===== config.mk =====
export PLATFORM = sky130hd
export DESIGN_NAME = dmd_decoder
export DESIGN_NICKNAME = d
export VERILOG_FILES = /design/src/dmd_pkg.sv /design/src/dmd_decoder.sv
export VERILOG_INCLUDE_DIRS = /design/src
export SDC_FILE = /design/constraint.sdc
export NUM_CORES = 1
export LEC_CHECK = 0
export CORE_ASPECT_RATIO = 0.5
export CORE_MARGIN = 1
export CORE_UTILIZATION = 44
export CTS_CLUSTER_DIAMETER = 50
export DETAILED_ROUTE_END_ITERATION = 10
export DONT_BUFFER_PORTS = 1
export HOLD_SLACK_MARGIN = 0.15
export PLACE_DENSITY_LB_ADDON = 0.2
export SETUP_SLACK_MARGIN = 0.3
export SLEW_MARGIN = 30
export SYNTH_ARGS = -nofsm -noshare
export SYNTH_HDL_FRONTEND = slang
export SYNTH_SLANG_ARGS = --single-unit
export TNS_END_PERCENT = 5

===== constraint.sdc =====
create_clock -name clock_i -period 7.2 [get_ports clock_i]
set_input_delay 1.08 -clock clock_i [delete_from_list [all_inputs] [get_ports clock_i]]
set_output_delay 1.08 -clock clock_i [all_outputs]
set_load 0.02 [all_outputs]

===== src/dmd_consts.svh =====
// constants for the data-space memory map decoder
// Overview of operation
// - program, data and io are separate 64k spaces of 16-bit words
// - top 256 to 32k data words are global memory, sized by allocation register
// - global accesses wait for the global bus request grant before proceeding
// - data 0 to 5fh decode only to cpu registers or reserved
// - peripheral registers are reached only through data-space decoding
// - frame one holds system and peripheral registers except event manager
// - capture and quadrature encoder registers sit at data 7420h to 7426h
`ifndef DMD_CONSTS_SVH
`define DMD_CONSTS_SVH
`define DMD_GLOBAL_REGION_SIZE_ADDR   16'h0005
`define DMD_GLOBAL_REGION_SIZE_RST    16'h0000
`define DMD_MMR_LAST    16'h005F
`define DMD_B2_FIRST    16'h0060
`define DMD_B2_LAST     16'h007F
`define DMD_B0_FIRST    16'h0200
`define DMD_B0_LAST     16'h02FF
`define DMD_B1_FIRST    16'h0300
`define DMD_B1_LAST     16'h03FF
`define DMD_PF1_FIRST   16'h7000
`define DMD_PF1_LAST    16'h73FF
`define DMD_PF2_FIRST   16'h7400
`define DMD_PF2_LAST    16'h743F
`define DMD_CAP_FIRST   16'h7420
`define DMD_CAP_LAST    16'h7426
`define DMD_ILL_FIRST   16'h0800
`define DMD_ILL_LAST    16'h6FFF
`define DMD_ILL2_FIRST  16'h7800
`define DMD_ILL2_LAST   16'h7FFF
`endif


===== src/dmd_pkg.sv =====
// types for the data-space memory map decoder
package dmd_pkg;
  typedef enum logic [1:0] {
    DMD_SP_PROG,
    DMD_SP_DATA,
    DMD_SP_IO
  } dmd_space_t;
  typedef enum logic [3:0] {
    DMD_T_NONE,
    DMD_T_MMR,
    DMD_T_RESERVED,
    DMD_T_ILLEGAL,
    DMD_T_B2,
    DMD_T_B0,
    DMD_T_B1,
    DMD_T_PF1,
    DMD_T_PF2,
    DMD_T_CAPQEP,
    DMD_T_GLOBAL,
    DMD_T_EXTERNAL,
    DMD_T_PROG,
    DMD_T_IO
  } dmd_target_t;
  typedef enum {DMD_IDLE, DMD_WAIT} dmd_state_t;
endpackage : dmd_pkg


===== src/dmd_decoder.sv =====
// memory map decoder between cpu core and address spaces
`timescale 1ns/10ps
`include "dmd_consts.svh"
module dmd_decoder (
  // clock and reset
  input  wire logic              clock_i,
  input  wire logic              arst_n_i,
  // cpu request
  input  wire logic              req_i,
  input  wire logic              write_i,
  input  wire dmd_pkg::dmd_space_t space_i,
  input  wire logic [15:0]       addr_i,
  input  wire logic [15:0]       wdata_i,
  // configuration and global bus
  input  wire logic              block0_space_select_i,
  input  wire logic              global_bus_grant_i,
  // decoded access
  output logic                   valid_o,
  output dmd_pkg::dmd_target_t   target_o,
  output logic [15:0]            offset_o,
  output logic                   write_o,
  output logic [15:0]            wdata_o,
  output logic                   global_bus_request_o,
  output logic [15:0]            global_region_size_o,
  output logic                   busy_o
);
  import dmd_pkg::*;

  typedef struct packed {
    dmd_state_t  state;
    // two-stage synchronisers for the pin inputs
    logic        sel_s1;
    logic        sel_s2;
    logic        gnt_s1;
    logic        gnt_s2;
    // allocation register
    logic [15:0] global_region_size;
    // decoded access as seen by the far side
    logic        valid;
    dmd_target_t target;
    logic [15:0] offset;
    logic        write;
    logic [15:0] wdata;
    logic        breq;
    // global access parked while the grant is awaited
    logic [15:0] p_addr;
    logic        p_write;
    logic [15:0] p_wdata;
  } dmd_st_t;

  dmd_st_t st_reg;
  dmd_st_t st_next;
  logic [15:0] gmask;
  logic        in_global;
  dmd_target_t dtgt;
  logic [15:0] doff;

  // allocation register picks a power-of-two region at the top of data
  // space; values that are not one of the eight sizes fall back to 256
  // words, so a stray write can never open a region wider than 32k
  always_comb begin
    case (st_reg.global_region_size[15:8])
      8'hFF:   gmask = 16'hFF00;
      8'hFE:   gmask = 16'hFE00;
      8'hFC:   gmask = 16'hFC00;
      8'hF8:   gmask = 16'hF800;
      8'hF0:   gmask = 16'hF000;
      8'hE0:   gmask = 16'hE000;
      8'hC0:   gmask = 16'hC000;
      8'h80:   gmask = 16'h8000;
      default: gmask = 16'hFF00;
    endcase
  end

  assign in_global = ((addr_i & gmask) == gmask);

  // data-space decode, fixed regions first, global overlay last;
  // gaps between blocks are reserved, illegal ranges are passed on
  // so the cpu side can trap them
  always_comb begin
    dtgt = DMD_T_EXTERNAL;
    doff = addr_i;
    if (addr_i <= `DMD_MMR_LAST) begin
      case (addr_i[6:0])
        7'h04,
        7'h05,
        7'h06:   dtgt = DMD_T_MMR;
        default: dtgt = DMD_T_RESERVED;
      endcase
    end else if (addr_i <= `DMD_B2_LAST) begin
      dtgt = DMD_T_B2;
      doff = addr_i - `DMD_B2_FIRST;
    end else if (addr_i < `DMD_B0_FIRST) begin
      dtgt = DMD_T_RESERVED;
    end else if (addr_i <= `DMD_B0_LAST) begin
      dtgt = st_reg.sel_s2 ? DMD_T_RESERVED : DMD_T_B0;
      doff = addr_i - `DMD_B0_FIRST;
    end else if (addr_i <= `DMD_B1_LAST) begin
      dtgt = DMD_T_B1;
      doff = addr_i - `DMD_B1_FIRST;
    end else if (addr_i < `DMD_ILL_FIRST) begin
      dtgt = DMD_T_RESERVED;
    end else if (addr_i <= `DMD_ILL_LAST) begin
      dtgt = DMD_T_ILLEGAL;
    end else if (addr_i <= `DMD_PF1_LAST) begin
      dtgt = DMD_T_PF1;
      doff = addr_i - `DMD_PF1_FIRST;
    end else if (addr_i >= `DMD_CAP_FIRST && addr_i <= `DMD_CAP_LAST) begin
      dtgt = DMD_T_CAPQEP;
      doff = addr_i - `DMD_CAP_FIRST;
    end else if (addr_i <= `DMD_PF2_LAST) begin
      dtgt = DMD_T_PF2;
      doff = addr_i - `DMD_PF2_FIRST;
    end else if (addr_i < `DMD_ILL2_FIRST) begin
      dtgt = DMD_T_RESERVED;
    end else if (addr_i <= `DMD_ILL2_LAST) begin
      dtgt = DMD_T_ILLEGAL;
    end

    // the overlay wins, whatever fixed region lies beneath it
    if (in_global) begin
      dtgt = DMD_T_GLOBAL;
      doff = addr_i & ~gmask;
    end
  end

  // synchronisers first, then request capture; only idle takes a request
  always_comb begin
    st_next        = st_reg;
    st_next.sel_s1 = block0_space_select_i;
    st_next.sel_s2 = st_reg.sel_s1;
    st_next.gnt_s1 = global_bus_grant_i;
    st_next.gnt_s2 = st_reg.gnt_s1;
    // valid is a single-cycle pulse
    st_next.valid  = 1'b0;
    case (st_reg.state)
      DMD_IDLE: begin
        if (req_i) begin
          st_next.write  = write_i;
          st_next.wdata  = wdata_i;
          st_next.offset = addr_i;
          case (space_i)
            DMD_SP_PROG: begin
              st_next.valid  = 1'b1;
              st_next.target = DMD_T_PROG;
            end
            DMD_SP_IO: begin
              st_next.valid  = 1'b1;
              st_next.target = DMD_T_IO;
            end
            default: begin
              // park the access; it is replayed once the grant is seen
              if (dtgt == DMD_T_GLOBAL) begin
                st_next.state   = DMD_WAIT;
                st_next.breq    = 1'b1;
                st_next.target  = DMD_T_GLOBAL;
                st_next.offset  = doff;
                st_next.p_addr  = addr_i;
                st_next.p_write = write_i;
                st_next.p_wdata = wdata_i;
              end else begin
                st_next.valid  = 1'b1;
                st_next.target = dtgt;
                st_next.offset = doff;
                // register write is also reported as a cpu register access
                if (write_i && addr_i == `DMD_GLOBAL_REGION_SIZE_ADDR)
                  st_next.global_region_size = wdata_i;
              end
            end
          endcase
        end
      end

      // request stays up until the synchronised grant arrives
      DMD_WAIT: begin
        if (st_reg.gnt_s2) begin
          st_next.valid  = 1'b1;
          st_next.breq   = 1'b0;
          st_next.state  = DMD_IDLE;
          st_next.offset = st_reg.p_addr & ~gmask;
          st_next.write  = st_reg.p_write;
          st_next.wdata  = st_reg.p_wdata;
        end
      end

      default: st_next.state = DMD_IDLE;
    endcase
  end

  // every field to a constant, so the reset branch stays purely constant
  always_ff @(posedge clock_i or negedge arst_n_i) begin
    if (!arst_n_i) begin
      st_reg.sel_s1  <= 1'b0;
      st_reg.sel_s2  <= 1'b0;
      st_reg.gnt_s1  <= 1'b0;
      st_reg.gnt_s2  <= 1'b0;
      st_reg.valid   <= 1'b0;
      st_reg.offset  <= 16'h0000;
      st_reg.write   <= 1'b0;
      st_reg.wdata   <= 16'h0000;
      st_reg.breq    <= 1'b0;
      st_reg.p_addr  <= 16'h0000;
      st_reg.p_write <= 1'b0;
      st_reg.p_wdata <= 16'h0000;
      st_reg.state  <= DMD_IDLE;
      st_reg.global_region_size   <= `DMD_GLOBAL_REGION_SIZE_RST;
      st_reg.target <= DMD_T_NONE;
    end else begin
      st_reg <= st_next;
    end
  end


  // decoded access
  assign valid_o              = st_reg.valid;
  assign target_o             = st_reg.target;
  assign offset_o             = st_reg.offset;
  assign write_o              = st_reg.write;
  assign wdata_o              = st_reg.wdata;
  // global bus and register view
  assign global_bus_request_o = st_reg.breq;
  assign global_region_size_o = st_reg.global_region_size;
  assign busy_o               = (st_reg.state == DMD_WAIT);
endmodule : dmd_decoder


* After elaboration in Yosys (flattened, before gate mapping) *
Cells that the tools add are included.

operators by class
  add/subtract/negate cells = 6
  order comparisons = 13
  equality and inequality tests = 20
  mux-type cells = 43
  bitwise operators = 6
  reduce and logical (&&, ||, !) cells = 13

operator list
  operator                  number
  $mux W16                  12
  $mux W32                  4
  $pmux W15 S7              1
  $mux W34                  3
  $le A16 B15 Y1 const B    5
  $mux W72                  1
  $pmux W34 S2              1
  $pmux W32 S2              1
  $eq A8 B8 Y1 const B      7
  $mux W4                   13
  $and A16 B16 Y16          3
  $sub A16 B15 Y16 const B  3
  $eq A32 B1 Y1 const B     1
  $eq A32 B2 Y1 const B     1
  $le A16 B10 Y1 const B    2
  $le A16 B7 Y1 const B     2
  $logic_not A32 Y1         1
  $sub A16 B10 Y16 const B  2
  $eq A7 B3 Y1 const B      3
  $mux W20                  1
  $eq A16 B16 Y1            1
  $eq A16 B3 Y1 const B     1
  $ge A16 B15 Y1 const B    1
  $lt A16 B10 Y1 const B    1
  22 further kinds          30

word-level totals
  register bits after elaboration = 124
  bits of input ports = 40
  output and inout port bits = 56
  logic and storage cells = 116

* Longest topological paths before layout *
  depth after elaboration = 19
  gate-level depth with buffers = 13
  depth with buffers taken out = 10

* Worst setup path after synthesis *
OpenSTA, ideal clock, no wires.

  path kind = input -> register
  start point = in addr_i[11]
  end point = reg st_reg[10] (netlist name)
  setup time = 0.125 ns
  data arrival time = 3.897 ns
  data required time = 7.075 ns
  setup slack = 3.178 ns
  stages on the path = 13
  path buffers = 3
  cell sequence = clkbuf_1 -> inv_1 -> ha_1 -> nand4_1 -> nor3_1 -> nor4_1 -> or4_1 -> clkbuf_1 -> o31ai_1 -> a21oi_2 -> nor3_4 -> buf_6 -> mux2_2

between the ends
  longest elaborated chain between the ends = 16
  elaborated cells on any way between the ends = 31
  those cells by class = order compare: 13; eq/ne: 2; mux: 13; bitwise: 1; reduce/logical: 2

ends and longest elaborated chain
  element                          line                source
  start, declared                  dmd_decoder.sv:12   input wire logic [15:0] addr_i,
  $le A16 B15 Y1 (no line)         n/a
  $mux W4                          dmd_decoder.sv:116  end else if (addr_i <= `DMD_ILL2_LAST) begin
  $mux W4                          dmd_decoder.sv:114  end else if (addr_i < `DMD_ILL2_FIRST) begin
  $mux W4                          dmd_decoder.sv:111  end else if (addr_i <= `DMD_PF2_LAST) begin
  $mux W4                          dmd_decoder.sv:108  end else if (addr_i >= `DMD_CAP_FIRST && addr_i <= `DMD_CAP_LAST) begin
  $mux W4                          dmd_decoder.sv:105  end else if (addr_i <= `DMD_PF1_LAST) begin
  $mux W4                          dmd_decoder.sv:103  end else if (addr_i <= `DMD_ILL_LAST) begin
  $mux W4                          dmd_decoder.sv:101  end else if (addr_i < `DMD_ILL_FIRST) begin
  $mux W4                          dmd_decoder.sv:98   end else if (addr_i <= `DMD_B1_LAST) begin
  $mux W4                          dmd_decoder.sv:95   end else if (addr_i <= `DMD_B0_LAST) begin
  $mux W4                          dmd_decoder.sv:93   end else if (addr_i < `DMD_B0_FIRST) begin
  $mux W4                          dmd_decoder.sv:90   end else if (addr_i <= `DMD_B2_LAST) begin
  $mux W4                          dmd_decoder.sv:83   if (addr_i <= `DMD_MMR_LAST) begin
  $mux W4 (*)                      dmd_decoder.sv:121  if (in_global) begin
  $eq A4 B4 Y1 (*)                 dmd_decoder.sv:153  if (dtgt == DMD_T_GLOBAL) begin
  $reduce_and A4 Y1 (no line) (*)  n/a
  end signal, assigned             dmd_decoder.sv:209  st_reg <= st_next;
  end, declared                    dmd_decoder.sv:51   dmd_st_t st_reg;

Mark *: on every way between the ends. The rest lies on a longest branch, timed or not.
A chain may end at the register's enable or synchronous reset.

* Final worst setup path *
  start point = in addr_i[9]
  end point = reg st_reg[2] (netlist name)

The elaborated chain is that of the path after synthesis.

==> flow_metrics.env <==
export IMPL_wl_per_cell_um=22.14
export IMPL_vias=4482
export IMPL_grt_pass1_vias=4190
export IMPL_place_congestion=0.9293
export IMPL_root_buffer="clkbuf_16"
export IMPL_syn_avg_cell_area_um2=9.378
export IMPL_grt_max_degree=93
export IMPL_yosys_top_cells_area="dfrtp_1, mux2_2, buf_4"
export IMPL_power_mw=1.387
export IMPL_rows=29
export IMPL_clkTransAtPathRegs_ns=0.07
export IMPL_cp_arrival_ns=4.46
export IMPL_min_path_type="reg -> reg"
export IMPL_fp_dieW_um=163.8
export IMPL_yosysTopAreaCell="dfrtp_1"
export IMPL_grt_total_usage_pct=24.04
export IMPL_yosys_register_bits=92
export IMPL_skew_ns=0.008367
export IMPL_drt_antenna_violating_nets=0
export IMPL_slew_headroom_pct=47.75
export IMPL_synth_cells=614
export IMPL_synth_cell_area_um2=5758
export IMPL_start_kind="input pin"
export IMPL_area_growth_pct=0.7824
export IMPL_crit_path_end_kind="flop"
export IMPL_drt_iter0_drc=473
export IMPL_required_ns=7.43
export IMPL_rsz0062_at_grt="false"
export IMPL_post_route_min_period_ns=4.233
export IMPL_cts_buffers=9
export IMPL_synth_edf_count=0
export IMPL_final_nets=604
export IMPL_status="finished clean"
export IMPL_max_cap_violations=0
export IMPL_syn_nets=672
export IMPL_clockBufferDepth=2
export IMPL_clock_sinks=92
export IMPL_start_util_pct=45.34
export IMPL_cts_max_level=3
export IMPL_grt_pass1_wl_um=24810
export IMPL_fillers=1235
export IMPL_viasPerCell=6.216
export IMPL_antenna_found_initial=0
export IMPL_yosysTopAreaCellShare_pct=39.98
export IMPL_synth_most_common_cell="dfrtp_1"
export IMPL_io_pins=96
export IMPL_die_h_um=82.89
export IMPL_critPathKind="in -> reg"
export IMPL_drive_above_1_share_pct=14.88
export IMPL_drc=0
export IMPL_ys_warn_count=0
export IMPL_core_um2=12700
export IMPL_cts_tree="yes"
export IMPL_finalCritPeriodShare_pct=58.79
export IMPL_worst_slew_pin_slew_ns=0.7802
export IMPL_post_route_util_pct=45.69
export IMPL_synth_distinct_cells=65
export IMPL_cts_setup_buffers=0
export IMPL_overflow=0
export IMPL_yosysSeqAreaShare_pct=39.98
export IMPL_firstDrtPassIters=5
export IMPL_antenna_cells=0
export IMPL_ys_flop_type="dfrtp_1"
export IMPL_final_hold_violation_count=0
export IMPL_slew_violations=0
export IMPL_leakage_nw=2.536
export IMPL_cts_hold_buffers_added=0
export IMPL_dieArea_um2=13580
export IMPL_path_max_fanout=34
export IMPL_wirelength_um=15970
export IMPL_largest_reg_flops=35
export IMPL_cts_resized_gates=0
export IMPL_ys_top_cells_by_count="dfrtp_1, nand2_1, buf_4"
export IMPL_async_reset_ff_share_pct=100.0
export IMPL_fin_setup_tns_ns=0
export IMPL_clk_latency_ns=0.34
export IMPL_timing_fmax_mhz=236.3
export IMPL_portBuffers=0
export IMPL_vdd_drop_max_mv=0.1510
export IMPL_hpwl_um=11250
export IMPL_setup_viol_count_final=0
export IMPL_power_density_nw_per_um2=238.9
-- final timing paths --
path,slack (ns),startpoint,to,cells after the start
min reg2reg,0.35,st_next[90]$_DFF_PN0_,st_reg[90]$_DFF_PN0_,0
min in group asynchronous,0.43,arst_n_i,offset_o[7]$_DFFE_PN0P_,0
max in group asynchronous,6.62,arst_n_i,st_reg[88]$_DFF_PN0_,0
min,0.35,st_next[90]$_DFF_PN0_,st_reg[90]$_DFF_PN0_,0
max reg2reg,3.65,global_region_size_o[9]$_DFFE_PN0P_,st_reg[2]$_DFFE_PN0P_,8
max,2.97,addr_i[9],st_reg[2]$_DFFE_PN0P_,11
-- area by class of cell --
type	instances	area, um^2	area share [%]
multi-input combinational	418	2846	49.05
clock buffer	11	252.7	4.355
timing repair buffer	7	56.30	0.9702
sequential	92	2302	39.67
tap	170	212.7	3.665
inverter	18	67.56	1.164
clock inverter	5	65.06	1.121
-- through the flow --
step	instances	setup WS [ns]	hold slack, ns	area, um^2
floorplan	614	3.178	0.3312	5758
global placement	704	2.801	0.3318	5474
detailed placement	705	2.656	0.3379	5485
CTS	721	3.013	0.3579	5803
global route	721	2.751	0.3622	5803
finish	721	2.967	0.3534	5803
-- layout by cell type, fill, tap and decap left out, types with 7 or more instances in the layout --
cell       instances
a31oi_1           10
ha_1              18
mux2_2            45
a22oi_1           23
mux2i_1            8
nand2_1           83
a21oi_1           32
nor3_1            15
clkbuf_16          9
dfrtp_1           92
nand4_1           14
nor2_1            23
or2_2              7
nand3_1           11
inv_1             18
o21ai_0           27
-- metal layers --
| metal | track usage, % | up-vias | routed length [um] |
|---|---|---|---|
| li1 | - | 2051 | - |
| met4 | 6.313 | 0 | 255 |
| met2 | 34.01 | 206 | 6838 |
| met1 | 35.14 | 2204 | 7415 |
| met5 | 0 | - | 0 |
| met3 | 7.493 | 21 | 1457 |
-- power breakdown --
group          switching (mW)  internal [mW]  leakage [nW]
clock network           0.204          0.292         0.157
registers              0.0965          0.610          1.15
logic                  0.0925         0.0910          1.23
total                   0.393          0.993          2.54
-- cell families after synthesis --
logic type      count (synthesis)  synth area share, %
mux                            55                10.58
fa+ha+maj                      18                3.911
xor+xnor                        6               0.9126
compound gates                146                16.97
simple gates                  193                16.97
buf+inv                       104                10.67
flops                          92                39.98
-- worst max-delay path: stages --
cell     delay (ns)
inv_1          0.27
ha_1           0.34
nand4_1        0.19
nor3_1         0.23
nor4_1         0.10
or4_1          0.70
o31ai_1        0.37
a21oi_2        0.15
nor3_4         0.16
buf_4          0.44
mux2_2         0.40
No activity file was read; power rests on OpenSTA's default activity.
